$ cat src/logic/wsf_pkg.sv
package wsf_pkg;

    // register byte addresses
    localparam logic [15:0] ADDR_RESET_CAUSE  = 16'h28b0;
    localparam logic [15:0] ADDR_WAKE_FLAGS   = 16'h28b1;
    localparam logic [15:0] ADDR_TIMER_ARM    = 16'h28b2;
    localparam logic [15:0] ADDR_WAKE_ENABLES = 16'h28b3;
    localparam logic [15:0] ADDR_TIMER_RELOAD = 16'h2880;
    localparam logic [15:0] ADDR_SOFT_RESET   = 16'h2200;
    localparam logic [15:0] ADDR_OPTICAL_CFG  = 16'h2457;

    // reset cause field positions
    localparam int RC_COLD_START  = 7;
    localparam int RC_RESET_PIN   = 6;
    localparam int RC_SOFT_RESET  = 5;
    localparam int RC_WATCHDOG    = 4;
    localparam int RC_DEBUG_RESET = 3;
    localparam int RC_LOW_BATTERY = 2;

    // wake flag / enable field positions
    localparam int WF_TIMER  = 5;
    localparam int WF_SERIAL = 4;
    localparam int WF_BUTTON = 3;
    localparam int WF_PIN_A  = 2;
    localparam int WF_PIN_B  = 1;
    localparam int WF_PIN_C  = 0;

    // control field positions
    localparam int CTL_SLEEP    = 7;
    localparam int CTL_LCD_ONLY = 6;
    localparam int CTL_ARM      = 5;
    localparam int CTL_SOFT_RST = 3;
    localparam int CTL_OPT_DIS  = 2;

    localparam logic [7:0] RESET_ZERO = 8'h00;

    // debounce timing
    localparam int CLK_HZ         = 25000000;
    localparam int SAMPLE_MS      = 2;
    localparam int STABLE_MS      = 64;
    localparam int SAMPLE_CYCLES  = (CLK_HZ / 1000) * SAMPLE_MS;
    localparam int STABLE_SAMPLES = STABLE_MS / SAMPLE_MS;

endpackage

$ cat src/logic/wsf_debounce.sv
`timescale 1ns/1ns
module wsf_debounce #(
    parameter int SAMPLES = 32
) (
    input  wire logic clk,
    input  wire logic nrst,
    input  wire logic tick,
    input  wire logic pin,
    output logic      valid_high
);
    logic [7:0] run;
    wire        full = (run >= 8'(SAMPLES));

    // any low sample restarts the run, so a glitch costs a full window
    always_ff @(posedge clk or negedge nrst) begin
        if (!nrst) begin
            run        <= 8'h0;
            valid_high <= 1'b0;
        end else if (tick) begin
            if (!pin) begin
                run        <= 8'h0;
                valid_high <= 1'b0;
            end else if (!full) begin
                run        <= run + 8'h1;
                valid_high <= (run + 8'h1 >= 8'(SAMPLES));
            end
        end
    end
endmodule

$ cat src/logic/wsf_tick.sv
`timescale 1ns/1ns
module wsf_tick #(
    parameter int PERIOD = 50000
) (
    input  wire logic clk,
    input  wire logic nrst,
    output logic      tick
);
    logic [31:0] count;
    wire         wrap = (count == 32'(PERIOD - 1));

    always_ff @(posedge clk or negedge nrst) begin
        if (!nrst) begin
            count <= 32'h0;
            tick  <= 1'b0;
        end else begin
            count <= wrap ? 32'h0 : count + 32'h1;
            tick  <= wrap;
        end
    end
endmodule

$ cat src/logic/wsf_top.sv
// Added by the designer: the strobed register port.
`timescale 1ns/1ns
module wsf_top #(
    parameter int  SAMPLE_CYCLES  = wsf_pkg::SAMPLE_CYCLES,
    parameter int  STABLE_SAMPLES = wsf_pkg::STABLE_SAMPLES,
    parameter bit  LARGE_PACKAGE  = 1'b1
) (
    input  wire logic        CLK_SYS,
    input  wire logic        NRST,
    input  wire logic [15:0] ADDR,
    input  wire logic [7:0]  WDATA,
    input  wire logic        WR,
    input  wire logic        RD,
    output logic      [7:0]  RDATA,
    input  wire logic        MULTI_PIN_A,
    input  wire logic        MULTI_PIN_B,
    input  wire logic        MULTI_PIN_C,
    input  wire logic        PIN_A_IS_INPUT,
    input  wire logic        PIN_B_IS_INPUT,
    input  wire logic        PIN_C_IS_INPUT,
    input  wire logic        PUSH_BUTTON_IN,
    input  wire logic        SERIAL_RX_IN,
    input  wire logic        OPTICAL_RX_IN,
    input  wire logic        TIMER_EXPIRED,
    input  wire logic        RESET_PIN_EVENT,
    input  wire logic        DEBUG_RESET_IN,
    input  wire logic        DEBUG_PORT_ENABLE,
    input  wire logic        WATCHDOG_EVENT,
    input  wire logic        COLD_START_EVENT,
    input  wire logic        LOW_BATTERY_EVENT,
    output logic             WAKE,
    output logic             TIMER_LOAD,
    output logic      [7:0]  TIMER_LOAD_VALUE,
    output logic             TIMER_ACTIVE,
    output logic             SOFT_RESET_REQ
);

    ////////////////////////////////////////////////////////////////////////////
    // registers and bus decode

    logic [7:0] wake_enables;
    logic [7:0] timer_reload_value;
    logic       timer_armed;
    logic       optical_rx_disable;
    logic [7:0] reset_cause;
    logic [7:0] wake_flags;

    wire wr_enables = WR && (ADDR == wsf_pkg::ADDR_WAKE_ENABLES);
    wire wr_control = WR && (ADDR == wsf_pkg::ADDR_TIMER_ARM);
    wire wr_reload  = WR && (ADDR == wsf_pkg::ADDR_TIMER_RELOAD);
    wire wr_soft    = WR && (ADDR == wsf_pkg::ADDR_SOFT_RESET);
    wire wr_optical = WR && (ADDR == wsf_pkg::ADDR_OPTICAL_CFG);

    wire en_pin_a_wake     = wake_enables[wsf_pkg::WF_PIN_A];
    wire en_pin_b_wake     = wake_enables[wsf_pkg::WF_PIN_B];
    wire en_pin_c_wake     = wake_enables[wsf_pkg::WF_PIN_C];
    wire en_button_wake    = wake_enables[wsf_pkg::WF_BUTTON];
    wire en_serial_rx_wake = wake_enables[wsf_pkg::WF_SERIAL];

    wire sleep_req = wr_control && (WDATA[wsf_pkg::CTL_SLEEP] || WDATA[wsf_pkg::CTL_LCD_ONLY]);
    wire arm_req   = wr_control && WDATA[wsf_pkg::CTL_ARM];
    wire soft_req  = wr_soft && WDATA[wsf_pkg::CTL_SOFT_RST];

    always_ff @(posedge CLK_SYS or negedge NRST) begin
        if (!NRST) begin
            wake_enables       <= wsf_pkg::RESET_ZERO;
            timer_reload_value <= wsf_pkg::RESET_ZERO;
            timer_armed        <= 1'b0;
            optical_rx_disable <= 1'b0;
        end else begin
            if (wr_enables) begin
                wake_enables <= WDATA & 8'h1f;
            end
            if (wr_reload) begin
                timer_reload_value <= WDATA;
            end
            if (wr_control) begin
                timer_armed <= WDATA[wsf_pkg::CTL_ARM];
            end
            if (wr_optical) begin
                optical_rx_disable <= WDATA[wsf_pkg::CTL_OPT_DIS];
            end
        end
    end

    wire [7:0] control_rd = {2'h0, timer_armed, 5'h0};
    wire [7:0] optical_rd = {5'h0, optical_rx_disable, 2'h0};
    wire [7:0] read_mux =
        (ADDR == wsf_pkg::ADDR_RESET_CAUSE)  ? reset_cause        :
        (ADDR == wsf_pkg::ADDR_WAKE_FLAGS)   ? wake_flags         :
        (ADDR == wsf_pkg::ADDR_TIMER_ARM)    ? control_rd         :
        (ADDR == wsf_pkg::ADDR_WAKE_ENABLES) ? wake_enables       :
        (ADDR == wsf_pkg::ADDR_TIMER_RELOAD) ? timer_reload_value :
        (ADDR == wsf_pkg::ADDR_OPTICAL_CFG)  ? optical_rd         :
        8'h00;

    always_ff @(posedge CLK_SYS or negedge NRST) begin
        if (!NRST) begin
            RDATA <= 8'h00;
        end else begin
            RDATA <= RD ? read_mux : 8'h00;
        end
    end

    ////////////////////////////////////////////////////////////////////////////
    // debounce of level-sensitive pins

    logic sample_tick;
    logic pb_valid;
    logic pin_b_valid;
    logic pin_c_valid;

    wsf_tick #(.PERIOD(SAMPLE_CYCLES)) u_tick (
        .clk  (CLK_SYS),
        .nrst (NRST),
        .tick (sample_tick)
    );

    wsf_debounce #(.SAMPLES(STABLE_SAMPLES)) u_db_pb (
        .clk        (CLK_SYS),
        .nrst       (NRST),
        .tick       (sample_tick),
        .pin        (PUSH_BUTTON_IN),
        .valid_high (pb_valid)
    );

    wsf_debounce #(.SAMPLES(STABLE_SAMPLES)) u_db_b (
        .clk        (CLK_SYS),
        .nrst       (NRST),
        .tick       (sample_tick),
        .pin        (MULTI_PIN_B),
        .valid_high (pin_b_valid)
    );

    wsf_debounce #(.SAMPLES(STABLE_SAMPLES)) u_db_c (
        .clk        (CLK_SYS),
        .nrst       (NRST),
        .tick       (sample_tick),
        .pin        (MULTI_PIN_C),
        .valid_high (pin_c_valid)
    );

    ////////////////////////////////////////////////////////////////////////////
    // wake source qualification

    logic pin_a_d;
    logic serial_d;
    logic optical_d;

    always_ff @(posedge CLK_SYS or negedge NRST) begin
        if (!NRST) begin
            pin_a_d   <= 1'b0;
            serial_d  <= 1'b0;
            optical_d <= 1'b0;
        end else begin
            pin_a_d   <= MULTI_PIN_A;
            serial_d  <= SERIAL_RX_IN;
            optical_d <= OPTICAL_RX_IN;
        end
    end

    wire pin_a_cfg = en_pin_a_wake && PIN_A_IS_INPUT;
    wire pin_b_cfg = en_pin_b_wake && PIN_B_IS_INPUT && LARGE_PACKAGE;
    wire pin_c_cfg = en_pin_c_wake && (PIN_C_IS_INPUT || !optical_rx_disable);

    wire ev_pin_a  = pin_a_cfg && MULTI_PIN_A && !pin_a_d;
    wire ev_pin_b  = pin_b_cfg && pin_b_valid;
    wire opt_edge  = OPTICAL_RX_IN ^ optical_d;
    wire ev_pin_c  = pin_c_cfg && (optical_rx_disable ? pin_c_valid : opt_edge);
    wire ev_button = en_button_wake && pb_valid;
    wire ev_serial = en_serial_rx_wake && (SERIAL_RX_IN ^ serial_d);
    wire ev_timer  = TIMER_EXPIRED && TIMER_ACTIVE;

    wire any_wake = ev_pin_a || ev_pin_b || ev_pin_c || ev_button || ev_serial || ev_timer;

    // wake falls on a sleep request; a same-cycle wake event keeps it high
    wire next_wake = any_wake ? 1'b1 : (sleep_req ? 1'b0 : WAKE);
    wire wake_fall = WAKE && !next_wake;

    always_ff @(posedge CLK_SYS or negedge NRST) begin
        if (!NRST) begin
            WAKE             <= 1'b1;
            TIMER_LOAD       <= 1'b0;
            TIMER_LOAD_VALUE <= 8'h00;
            TIMER_ACTIVE     <= 1'b0;
            SOFT_RESET_REQ   <= 1'b0;
        end else begin
            WAKE             <= next_wake;
            TIMER_LOAD       <= arm_req;
            TIMER_LOAD_VALUE <= timer_reload_value;
            if (sleep_req && (timer_armed || arm_req)) begin
                TIMER_ACTIVE <= 1'b1;
            end else if (ev_timer || (wr_control && !WDATA[wsf_pkg::CTL_ARM])) begin
                TIMER_ACTIVE <= 1'b0;
            end
            SOFT_RESET_REQ   <= soft_req;
        end
    end

    ////////////////////////////////////////////////////////////////////////////
    // wake flags: set wins over clear, a low pin a/b/c config holds that pin flag clear

    wire [7:0] wake_set = {2'h0, ev_timer, ev_serial, ev_button,
                           ev_pin_a, ev_pin_b, ev_pin_c};
    // button flag sets on a press even while awake
    wire [7:0] wake_hold = {2'h0, 3'h7, pin_a_cfg, pin_b_cfg, pin_c_cfg};
    wire [7:0] keep_wake = wake_fall ? 8'h00 : wake_flags;
    wire [7:0] next_wake_flags = (keep_wake | wake_set) & wake_hold;

    always_ff @(posedge CLK_SYS or negedge NRST) begin
        if (!NRST) begin
            wake_flags <= wsf_pkg::RESET_ZERO;
        end else begin
            wake_flags <= next_wake_flags;
        end
    end

    ////////////////////////////////////////////////////////////////////////////
    // reset cause flags: a new cause clears the others, but debug clears none, low battery leaves debug set, and low battery clears only on wake fall

    wire set_cs  = COLD_START_EVENT;
    wire set_rp  = RESET_PIN_EVENT;
    wire set_sr  = soft_req;
    wire set_wd  = WATCHDOG_EVENT;
    wire set_dbg = DEBUG_RESET_IN && DEBUG_PORT_ENABLE;
    wire set_lb  = LOW_BATTERY_EVENT;

    wire clr_rp  = wake_fall || set_cs || set_sr || set_wd || set_lb;
    wire clr_sr  = wake_fall || set_cs || set_wd || set_lb || set_rp;
    wire clr_cs  = wake_fall || set_sr || set_wd || set_lb || set_rp;
    wire clr_wd  = wake_fall || set_cs || set_sr || set_lb || set_rp;
    wire clr_dbg = wake_fall || set_cs || set_rp || set_wd || set_sr;
    wire clr_lb  = wake_fall;

    function automatic logic flag_next(input logic cur, input logic set, input logic clr);
        flag_next = set | (cur & ~clr);
    endfunction

    wire [7:0] next_reset_cause = {
        flag_next(reset_cause[wsf_pkg::RC_COLD_START],  set_cs,  clr_cs),
        flag_next(reset_cause[wsf_pkg::RC_RESET_PIN],   set_rp,  clr_rp),
        flag_next(reset_cause[wsf_pkg::RC_SOFT_RESET],  set_sr,  clr_sr),
        flag_next(reset_cause[wsf_pkg::RC_WATCHDOG],    set_wd,  clr_wd),
        flag_next(reset_cause[wsf_pkg::RC_DEBUG_RESET], set_dbg, clr_dbg),
        flag_next(reset_cause[wsf_pkg::RC_LOW_BATTERY], set_lb,  clr_lb),
        2'h0
    };

    // flags survive NRST only in a real non-volatile cell; here reset clears
    always_ff @(posedge CLK_SYS or negedge NRST) begin
        if (!NRST) begin
            reset_cause <= wsf_pkg::RESET_ZERO;
        end else begin
            reset_cause <= next_reset_cause;
        end
    end

endmodule

$ cat config.mk
export PLATFORM = sky130hd
export DESIGN_NAME = wsf_top
export DESIGN_NICKNAME = d
export VERILOG_FILES = /design/src/logic/wsf_pkg.sv /design/src/logic/wsf_debounce.sv /design/src/logic/wsf_tick.sv /design/src/logic/wsf_top.sv
export SDC_FILE = /design/constraint.sdc
export NUM_CORES = 1
export LEC_CHECK = 0
export ABC_AREA = 0
export BUFFER_PORTS_ARGS = -buffer_cell sky130_fd_sc_hd__buf_2
export CORE_ASPECT_RATIO = 0.8
export CORE_UTILIZATION = 25
export DETAILED_ROUTE_END_ITERATION = 10
export HOLD_SLACK_MARGIN = 0.02
export SLEW_MARGIN = 25
export SYNTH_ARGS = -nofsm -noshare
export SYNTH_HDL_FRONTEND = slang
export SYNTH_HIERARCHICAL = 1
export SYNTH_SLANG_ARGS = --single-unit
$ cat constraint.sdc
create_clock -name CLK_SYS -period 3.3 [get_ports CLK_SYS]
set_clock_uncertainty 0.2 [all_clocks]
set_input_delay 0.66 -clock CLK_SYS [delete_from_list [all_inputs] [get_ports CLK_SYS]]
set_output_delay 0.66 -clock CLK_SYS [all_outputs]
set_load 0.005 [all_outputs]
==> flow_summary.toml, run 1 <==
[status]
status = "finished, final reports clean"

[setup_path]
crit_cells = 5
crit_family = "simple AND/OR/NAND/NOR gates"
cp_max_fo = 8
path_buf_inv = 1
timing.rr.start = "u_tick/count[0]"
cp_cell_sequence = "buf_2 -> nor4b_4 -> nand4_1 -> nor2_2 -> mux2_2"
r2r_end = "u_tick/count[9]"
critPathLaunchType = "input pin"
cp_slowest_cell = "nor2_2"
critical_path.endpoint_type = "register"
worst-setup-path-type = "in2reg"
max_stage_delay_ns = 0.45
cp.arrival_ns = 2.24
cp.required_ns = 3.34
reg2reg_slack_ns = 1.11
r2r_cells = 5

[sta]
max_freq_ghz = 0.456
tns_ns = 0
final.period_utilization_pct = 66.4
tightestPinTransition_ns = 0.737
rsz0062_at_grt = "no"
drv_slew = 0
min_period_ns = 2.19
maxSlewHeadroom_pct = 50.9
finalHoldViolCount = 0
setup_viol = 0

[synthesis]
synthSimpleGateAreaFrac_pct = 23.7
synthTopCellsByArea = "dfrtp_1 54%, xnor2_1 4.1%, nand4_1 3.2%, mux2_2 3.1%, nand3_1 2.7%"
synth_enable_flop_cells = 0
ys_seq_area_share_pct = 54.1
synth_top_family_by_area = "simple AND/OR/NAND/NOR gates"
synth_xor_area_share_pct = 5.16
synth.largest_area_cell = "dfrtp_1"
muxShareOfSynthArea_pct = 4.27
synth.distinct_cells = 64
avgSynthCellArea_um2 = 11.2
netlist_area_mm2 = 0.00509
syn_inst = 456
synth.top_cell.area_share_pct = 53.5
yosysWarnings = 6
synthAdderAreaFrac_pct = 1.72
ys_seq_elements = 110
synth_ff_type = "dfrtp_1"
syn_nets = 507
synth-compound-area-share_pct = 8.50
synthArstFlopShare_pct = 100

[grt]
grt_pass1_wl_um = 19000
antenna_found_initial = 1
grt_pass1_vias = 3602
grt_max_degree = 64
grt_usage_pct = 11.5
grt_overflow = 0

[placed_design]
globalplace.congestion = 0.778
placed_cells = 770
dpl_cell_area_mm2 = 0.00570
hpwl_um = 8240
port_buffers = 63

[power_and_ir_drop]
leakagePower_nw = 2.79
power_frac_comb_pct = 4.3
peakVddDrop_mv = 0.253
switching_share_pct = 24.5
power.switching_mw = 0.626
p_per_area_mw_per_mm2 = 426
seq_power_share_pct = 53.1
p_int_mw = 1.93
clkPwrFrac_pct = 42.6
p_total_mw = 2.56

[route]
drt_wl_total_um = 11300
vias = 3667
avgRoutedWirePerCell_um = 14.4
drtIter0Drc = 258
ant_nets = 0
firstDrtPassIters = 5
viasPerCell = 4.67
drcViolationCount = 0

[clocking]
clkTransAtPathRegs_ns = 0.08
holdBufCountCts = 0
numCtsBuffers = 9
cts_tree = "done"
cts_resized = 0
cts_buffer_depth = 2
htreeDepth = 3
cts_setup_buffers = 0
cts_root_buf = "clkbuf_16"
clk_latency_ns = 0.35
clkSinkCount = 110

[layout]
fin_util_pct = 30.1
num_antenna_cells = 0
drive_gt1_share_pct = 23.4
final-instance-count-excl-fill = 786
fin_nets = 568
syn2layout_area_growth_pct = 17.8
fill_cells = 2091
fin_area_mm2 = 0.00600

[floorplanning]
die_x_um = 162
die_h_um = 130
core.rowCount = 46
core_mm2 = 0.0199
start_util_pct = 25.6
die_area_mm2 = 0.0210
ios = 64

[run]
drv_cap = 0

[min_path]
hp-class = "in2async"
## placed cells by master (no fill, tap or decap), types with 6 or more instances in the layout
| cell type | count |
|---|---|
| dfrtp_1 | 109 |
| buf_2 | 62 |
| nand2_1 | 30 |
| nand3_1 | 27 |
| nand4_1 | 26 |
| nor2_1 | 24 |
| xnor2_1 | 24 |
| inv_1 | 19 |
| nor3_1 | 17 |
| mux2_2 | 14 |
| and3_1 | 9 |
| clkbuf_16 | 9 |
| nor2b_1 | 8 |
| nand2b_1 | 8 |
| nor4_1 | 8 |
| ha_1 | 7 |
| and4_1 | 7 |
| o21ai_0 | 6 |
| xor2_1 | 6 |
| mux2i_1 | 6 |
## routing by layer
| layer | up-vias | part of all wire, % | GRT usage, % |
|---|---|---|---|
| met5 | - | 0.071 | 0 |
| met1 | 1773 | 50 | 16.3 |
| met3 | 12 | 5.3 | 3.30 |
| li1 | 1796 | - | - |
| met2 | 84 | 44 | 17.3 |
| met4 | 2 | 0.94 | 2.44 |
## worst max path at each step
stage / start / endpoint / slack [ns]
2_1_floorplan: ADDR[8] / timer_reload_value[0] / 1.13
3_3_place_gp: ADDR[8] / timer_reload_value[6] / 0.77
3_5_place_dp: ADDR[8] / timer_reload_value[1] / 0.76
4_1_cts: u_tick/count[0] / u_tick/count[9] / 1.09
5_1_grt: u_tick/count[0] / u_tick/count[14] / 0.95
6_report: ADDR[8] / timer_reload_value[7] / 1.11
## cell type report
class	count	area (um2)	area share, %
multi-input combinational	313	2210	36.8
clock buffer	9	225	3.75
timing repair buffer	64	338	5.63
tap	264	330	5.50
clock inverter	7	76.3	1.27
inverter	19	71.3	1.19
sequential	110	2750	45.9
## flip-flops by register name (all words and copies together) (netlist names)
name / count
RDATA: 8
SOFT_RESET_REQ: 1
TIMER_ACTIVE: 1
TIMER_LOAD: 1
TIMER_LOAD_VALUE: 8
WAKE: 1
optical_d: 1
optical_rx_disable: 1
pin_a_d: 1
reset_cause: 6
serial_d: 1
timer_armed: 1
timer_reload_value: 8
u_db_b/run: 8
u_db_b/valid_high: 1
u_db_c/run: 8
u_db_c/valid_high: 1
u_db_pb/run: 8
u_db_pb/valid_high: 1
u_tick/count: 32
u_tick/tick: 1
wake_enables: 5
wake_flags: 6
## power groups by stage
stage	Sequential (mW)	Combinational [mW]	Clock, mW
after global placement	1.39	0.112	0
after CTS	1.36	0.113	1.13
after global routing	1.36	0.125	1.18
final	1.36	0.110	1.09
after floorplan	1.38	0.0357	0
after detailed placement	1.39	0.113	0
## through the flow
stage | hold WS (ns) | setup WS [ns]
6_report | 0.132 | 1.11
5_1_grt | 0.172 | 0.953
4_1_cts | 0.139 | 1.09
3_5_place_dp | 0.200 | 0.759
3_3_place_gp | 0.202 | 0.772
2_1_floorplan | 0.164 | 1.13
## synthesized netlist by cell type, types with 4 or more instances
cell type    n
and3_1       9
o21ai_0      6
a21oi_1      5
xnor2_1     24
nor3_1      17
dfrtp_1    109
nor2b_1      8
inv_1       19
mux2_2      14
nor4_1       8
xor2_1       6
mux2i_1      6
nand2_1     30
o211ai_1     4
and4_1       7
o221ai_1     4
nand2b_1     8
clkbuf_1     5
buf_2        7
nand3_1     27
ha_1         7
nor2_1      24
and2_1       5
nand4_1     26
a222oi_1     4
## kinds of logic (layout without fill, tap and decap cells)
logic type                 count (synthesis)  in the layout
AOI/OAI and AO/OA                         55             55
muxes                                     20             20
and+or+nand+nor                          201            201
buffers and inverters                     33             99
adders and majority gates                  7              7
xor gates and xnor gates                  30             30
DFF                                      110            110
Power figures use the tool's default switching activity.
==> run 2, diff against run 1 <==
- clock period: 3.3 -> 2.1 ns (I/O delays scaled with it)
==> run 2 against run 1 <==
Net effect: setup slack lost 0.91 ns; sequential power grew 57%; combinational power grew 71%; first-iteration DRC count shrank 24%; global-route usage grew 0.16 points; register-to-register slack lost 0.91 ns; count of clock-buffer cells in the layout is the same; total power grew 58%; non-clock buffer count grew 25; largest cell class unchanged.
==> flow_summary.toml, run 2 (same netlist as run 1, synthesis figures left out) <==
[grt]
grt_pass1_vias = 3717
grt_pass1_wl_um = 19300
antenna_found_initial = 1
grt_usage_pct = 11.7
grt_max_degree = 32
grt_overflow = 0

[sta]
finalHoldViolCount = 0
max_freq_ghz = 0.526
drv_slew = 0
rsz0062_at_grt = "no"
fin_hold_ws_ns = 0.0331
setup_viol = 0
maxSlewHeadroom_pct = 66.7
final.period_utilization_pct = 90.6
min_period_ns = 1.90
tightestPinTransition_ns = 0.498

[layout]
syn2layout_area_growth_pct = 22.0
layout_commonest_cell = "dfrtp_1"
largest_register_ffs = 32
fin_area_mm2 = 0.00621
fin_nets = 593
fin_util_pct = 31.2
fill_cells = 2068
num_antenna_cells = 0
drive_gt1_share_pct = 26.3
top_register = "u_tick/count"
final_cell_mix = "109 x dfrtp_1, 62 x buf_2, 30 x nand2_1"

[setup_path]
critPathLaunchType = "register"
worst-setup-path-type = "reg2reg"
cp.arrival_ns = 1.93
cp.required_ns = 2.12
critical_path.endpoint_type = "register"
cp_max_fo = 10

[floorplanning]
die_h_um = 130
ios = 64
start_util_pct = 25.6
core_mm2 = 0.0199
die_area_mm2 = 0.0210
core.rowCount = 46
die_x_um = 162

[run]
drv_cap = 0

[clocking]
cts_root_buf = "clkbuf_16"
numCtsBuffers = 9
htreeDepth = 3
cts_buffer_depth = 2
cts_tree = "done"
cts_setup_buffers = 0
clkTransAtPathRegs_ns = 0.08
clk_latency_ns = 0.35
clkSinkCount = 110

[power_and_ir_drop]
peakVddDrop_mv = 0.372
power.switching_mw = 0.984
clkPwrFrac_pct = 42.4
seq_power_share_pct = 53.0
leakagePower_nw = 2.91
p_total_mw = 4.03
p_per_area_mw_per_mm2 = 649
switching_share_pct = 24.4
p_int_mw = 3.05
power_frac_comb_pct = 4.7

[min_path]
hp-class = "in2reg"

[placed_design]
hpwl_um = 8480
dpl_cell_area_mm2 = 0.00588
port_buffers = 63
globalplace.congestion = 0.800

[route]
avgRoutedWirePerCell_um = 14.2
vias = 3748
firstDrtPassIters = 5
drtIter0Drc = 195
drcViolationCount = 0
ant_nets = 0
drt_wl_total_um = 11500
viasPerCell = 4.62

[status]
status = "finished, final reports clean"
run 2: cell type report:
class | count | area (um2) | area share [%]
Sequential cell | 110 | 2750 | 44.3
Multi-Input combinational cell | 313 | 2210 | 35.6
Timing Repair Buffer | 89 | 546 | 8.78
Tap cell | 264 | 330 | 5.32
Clock buffer | 9 | 225 | 3.62
Clock inverter | 7 | 73.8 | 1.19
Inverter | 19 | 71.3 | 1.15
run 2: critical path, stage by stage (launching register included):
cell and delay (ns):
dfrtp_1 0.39, ha_1 0.19, and3_1 0.26, nand4_1 0.19
nor4_4 0.30, buf_4 0.21, a21oi_1 0.05
run 2: metal layers:
| metal | GRT usage, % | vias up | share of wire, % |
|---|---|---|---|
| li1 | - | 1849 | - |
| met1 | 16.5 | 1821 | 51 |
| met2 | 17.7 | 65 | 43 |
| met3 | 3.14 | 11 | 5.2 |
| met4 | 2.66 | 2 | 0.91 |
| met5 | 0 | - | 0.11 |
run 2: metrics by stage:
step / instances / worst slack [ns] / setup TNS (ns)
4_1_cts: 811 / 0.0877 / 0
5_1_grt: 811 / 0.0515 / 0
2_1_floorplan: 456 / 0.171 / 0
3_3_place_gp: 792 / -0.0414 / -0.122
3_5_place_dp: 792 / -0.0866 / -0.693
6_report: 811 / 0.198 / 0
run 2: final timing paths:
kind	start	end	cells past startpoint	slack, ns
min in group asynchronous	NRST	TIMER_LOAD_VALUE[0]	2	0.33
setup reg to reg	u_tick/count[0]	u_tick/count[14]	6	0.20
max in group asynchronous	NRST	timer_reload_value[5]	3	0.78
setup / recovery	u_tick/count[0]	u_tick/count[14]	6	0.20
hold / removal	SERIAL_RX_IN	serial_d	1	0.03
hold reg to reg	timer_reload_value[7]	TIMER_LOAD_VALUE[7]	0	0.22
run 2: what timing repair did:
item / 4_1_cts / 5_1_grt
endpoints found under the setup margin: 0 / 8
hold buffers: 3 / 0
hold endpoints to repair: 24 / 0
resized for setup: 0 / 1
run 2: power by group through the flow:
stage	combinational, mW	sequential (mW)	clock (mW)
2_1_floorplan	0.0561	2.18	0
3_3_place_gp	0.187	2.18	0
3_5_place_dp	0.189	2.18	0
4_1_cts	0.194	2.13	1.76
5_1_grt	0.214	2.14	1.85
6_report	0.188	2.14	1.71
==> run 3, diff against run 2 <==
- PLACE_DENSITY: default -> 0.37
==> run 3 against run 2 <==
Net effect: cell area increased by 0.85%; die area unchanged; sequential share of layout area decreased by 0.37 points; critical path depth decreased by 2; first-iteration DRC count increased by 12%; combinational power about the same; register-to-register slack got worse by 0.03 ns; total power increased by 4.1%; clock power increased by 9%; utilization increased by 0.26 points; cell count increased by 0.37%; highest routed layer is now met4; largest cell class unchanged; wire length increased by 6.7%; critical path type unchanged.
==> flow_summary.toml, run 3 (same netlist as run 1, synthesis figures left out) <==
[status]
status = "finished, final reports clean"

[route]
ant_nets = 0
drcViolationCount = 0
avgRoutedWirePerCell_um = 15.1
viasPerCell = 4.61
drtIter0Drc = 219
drt_wl_total_um = 12300
firstDrtPassIters = 4
vias = 3753

[layout]
layout_commonest_cell = "dfrtp_1"
fin_nets = 596
largest_register_ffs = 32
drive_gt1_share_pct = 26.5
fill_cells = 2107
top_register = "u_tick/count"
syn2layout_area_growth_pct = 23.0
num_antenna_cells = 0
final_cell_mix = "109 x dfrtp_1, 62 x buf_2, 30 x nand2_1"
final-instance-count-excl-fill = 814

[setup_path]
cp.arrival_ns = 2.03
critPathLaunchType = "register"
crit_family = "simple AND/OR/NAND/NOR gates"
cp_cell_sequence = "ha_1 -> or4b_4 -> or4_1 -> nand3_1"
cp_max_fo = 4
worst-setup-path-type = "reg2reg"
reg2reg_slack_ns = 0.17
path_buf_inv = 0
cp.required_ns = 2.20
cp_slowest_cell = "or4_1"
critical_path.endpoint_type = "register"
max_stage_delay_ns = 0.52

[sta]
max_freq_ghz = 0.518
tightestPinTransition_ns = 0.513
maxSlewHeadroom_pct = 65.7
drv_slew = 0
final.period_utilization_pct = 91.9
min_period_ns = 1.93
finalHoldViolCount = 0
rsz0062_at_grt = "no"
setup_viol = 0

[clocking]
clkSinkCount = 110
clk_latency_ns = 0.36
cts_setup_buffers = 0
clkTransAtPathRegs_ns = 0.09
cts_root_buf = "clkbuf_16"
htreeDepth = 3
numCtsBuffers = 9
cts_tree = "done"
cts_buffer_depth = 2

[run]
drv_cap = 0

[power_and_ir_drop]
p_per_area_mw_per_mm2 = 670
leakagePower_nw = 2.94
p_total_mw = 4.20
peakVddDrop_mv = 0.340

[grt]
grt_overflow = 0
grt_pass1_vias = 3853
grt_usage_pct = 12.6
grt_pass1_wl_um = 20500
grt_max_degree = 42
antenna_found_initial = 0

[floorplanning]
die_x_um = 162
core.rowCount = 46
die_h_um = 130
die_area_mm2 = 0.0210
start_util_pct = 25.6
ios = 64
core_mm2 = 0.0199

[placed_design]
placed_cells = 794
globalplace.congestion = 0.765
port_buffers = 63
hpwl_um = 9040

[min_path]
hp-class = "in2reg"
[run 3: cell types whose count changed in the layout (fill, tap and decap cells not counted), sizes merged]
cell / change
bufinv: +1
inv: -1
dlygate4sd3: +1
buf: +2
[run 3: routing by layer]
layer | vias to the layer above | global-route usage (%) | part of all wire, % | wire length (um)
met3 | 13 | 3.14 | 5.4 | 667
met1 | 1804 | 17.0 | 49 | 6040
met5 | - | 0 | 0 | 0
met4 | 0 | 4.33 | 1.4 | 174
li1 | 1855 | - | - | -
met2 | 81 | 19.8 | 44 | 5370
[run 3: what timing repair did]
action / in CTS / in global routing
hold endpoints to repair: 20 / 0
resized for setup: 0 / 1
endpoints found under the setup margin: 0 / 3
hold buffers: 4 / 0
[run 3: path summary, 6_finish.rpt]
kind,from,to,cells after the start
min in group asynchronous,NRST,u_db_c/run[1],2
worst min register to register,timer_reload_value[6],TIMER_LOAD_VALUE[6],0
worst max-delay path,u_db_c/run[1],u_db_c/run[4],4
max in group asynchronous,NRST,WAKE,3
worst min-delay path,DEBUG_RESET_IN,reset_cause[3],2
worst max register to register,u_db_c/run[1],u_db_c/run[4],4
[run 3: power by group]
part           switching, mW  total, mW  internal (mW)  leakage (nW)
Combinational          0.115      0.189         0.0735          1.36
Sequential           0.00826       2.14           2.13          1.42
Clock                  0.904       1.87          0.969         0.156
[run 3: per-stage QoR]
stage                     worst slack [ns]  instance area, um2  TNS, ns  hold WS, ns  util [%]
after global routing               0.00323                6270        0       0.0715      31.5
after CTS                            0.114                6260        0       0.0562      31.4
after global placement             -0.0514                5890   -0.510        0.143      29.6
after detailed placement           -0.0959                5890   -0.740        0.142      29.6
after floorplan                      0.171                5090        0      -0.0756         -
final                                0.170                6270        0       0.0700      31.5
[run 3: worst reg2reg max path: cells and delay by family, from the launching register on]
family	cells	cell delay, ns
and+or+nand+nor	3	1.11
adders and majority gates	1	0.15
DFF	1	0.41
[run 3: area by class of cell]
type / instances / area [um2] / share of cell area (%)
tap: 264 / 330 / 5.27
timing repair buffer: 92 / 571 / 9.11
clock buffer: 9 / 225 / 3.59
sequential: 110 / 2750 / 43.9
clock inverter: 7 / 101 / 1.62
multi-input combinational: 313 / 2210 / 35.3
inverter: 19 / 71.3 / 1.14
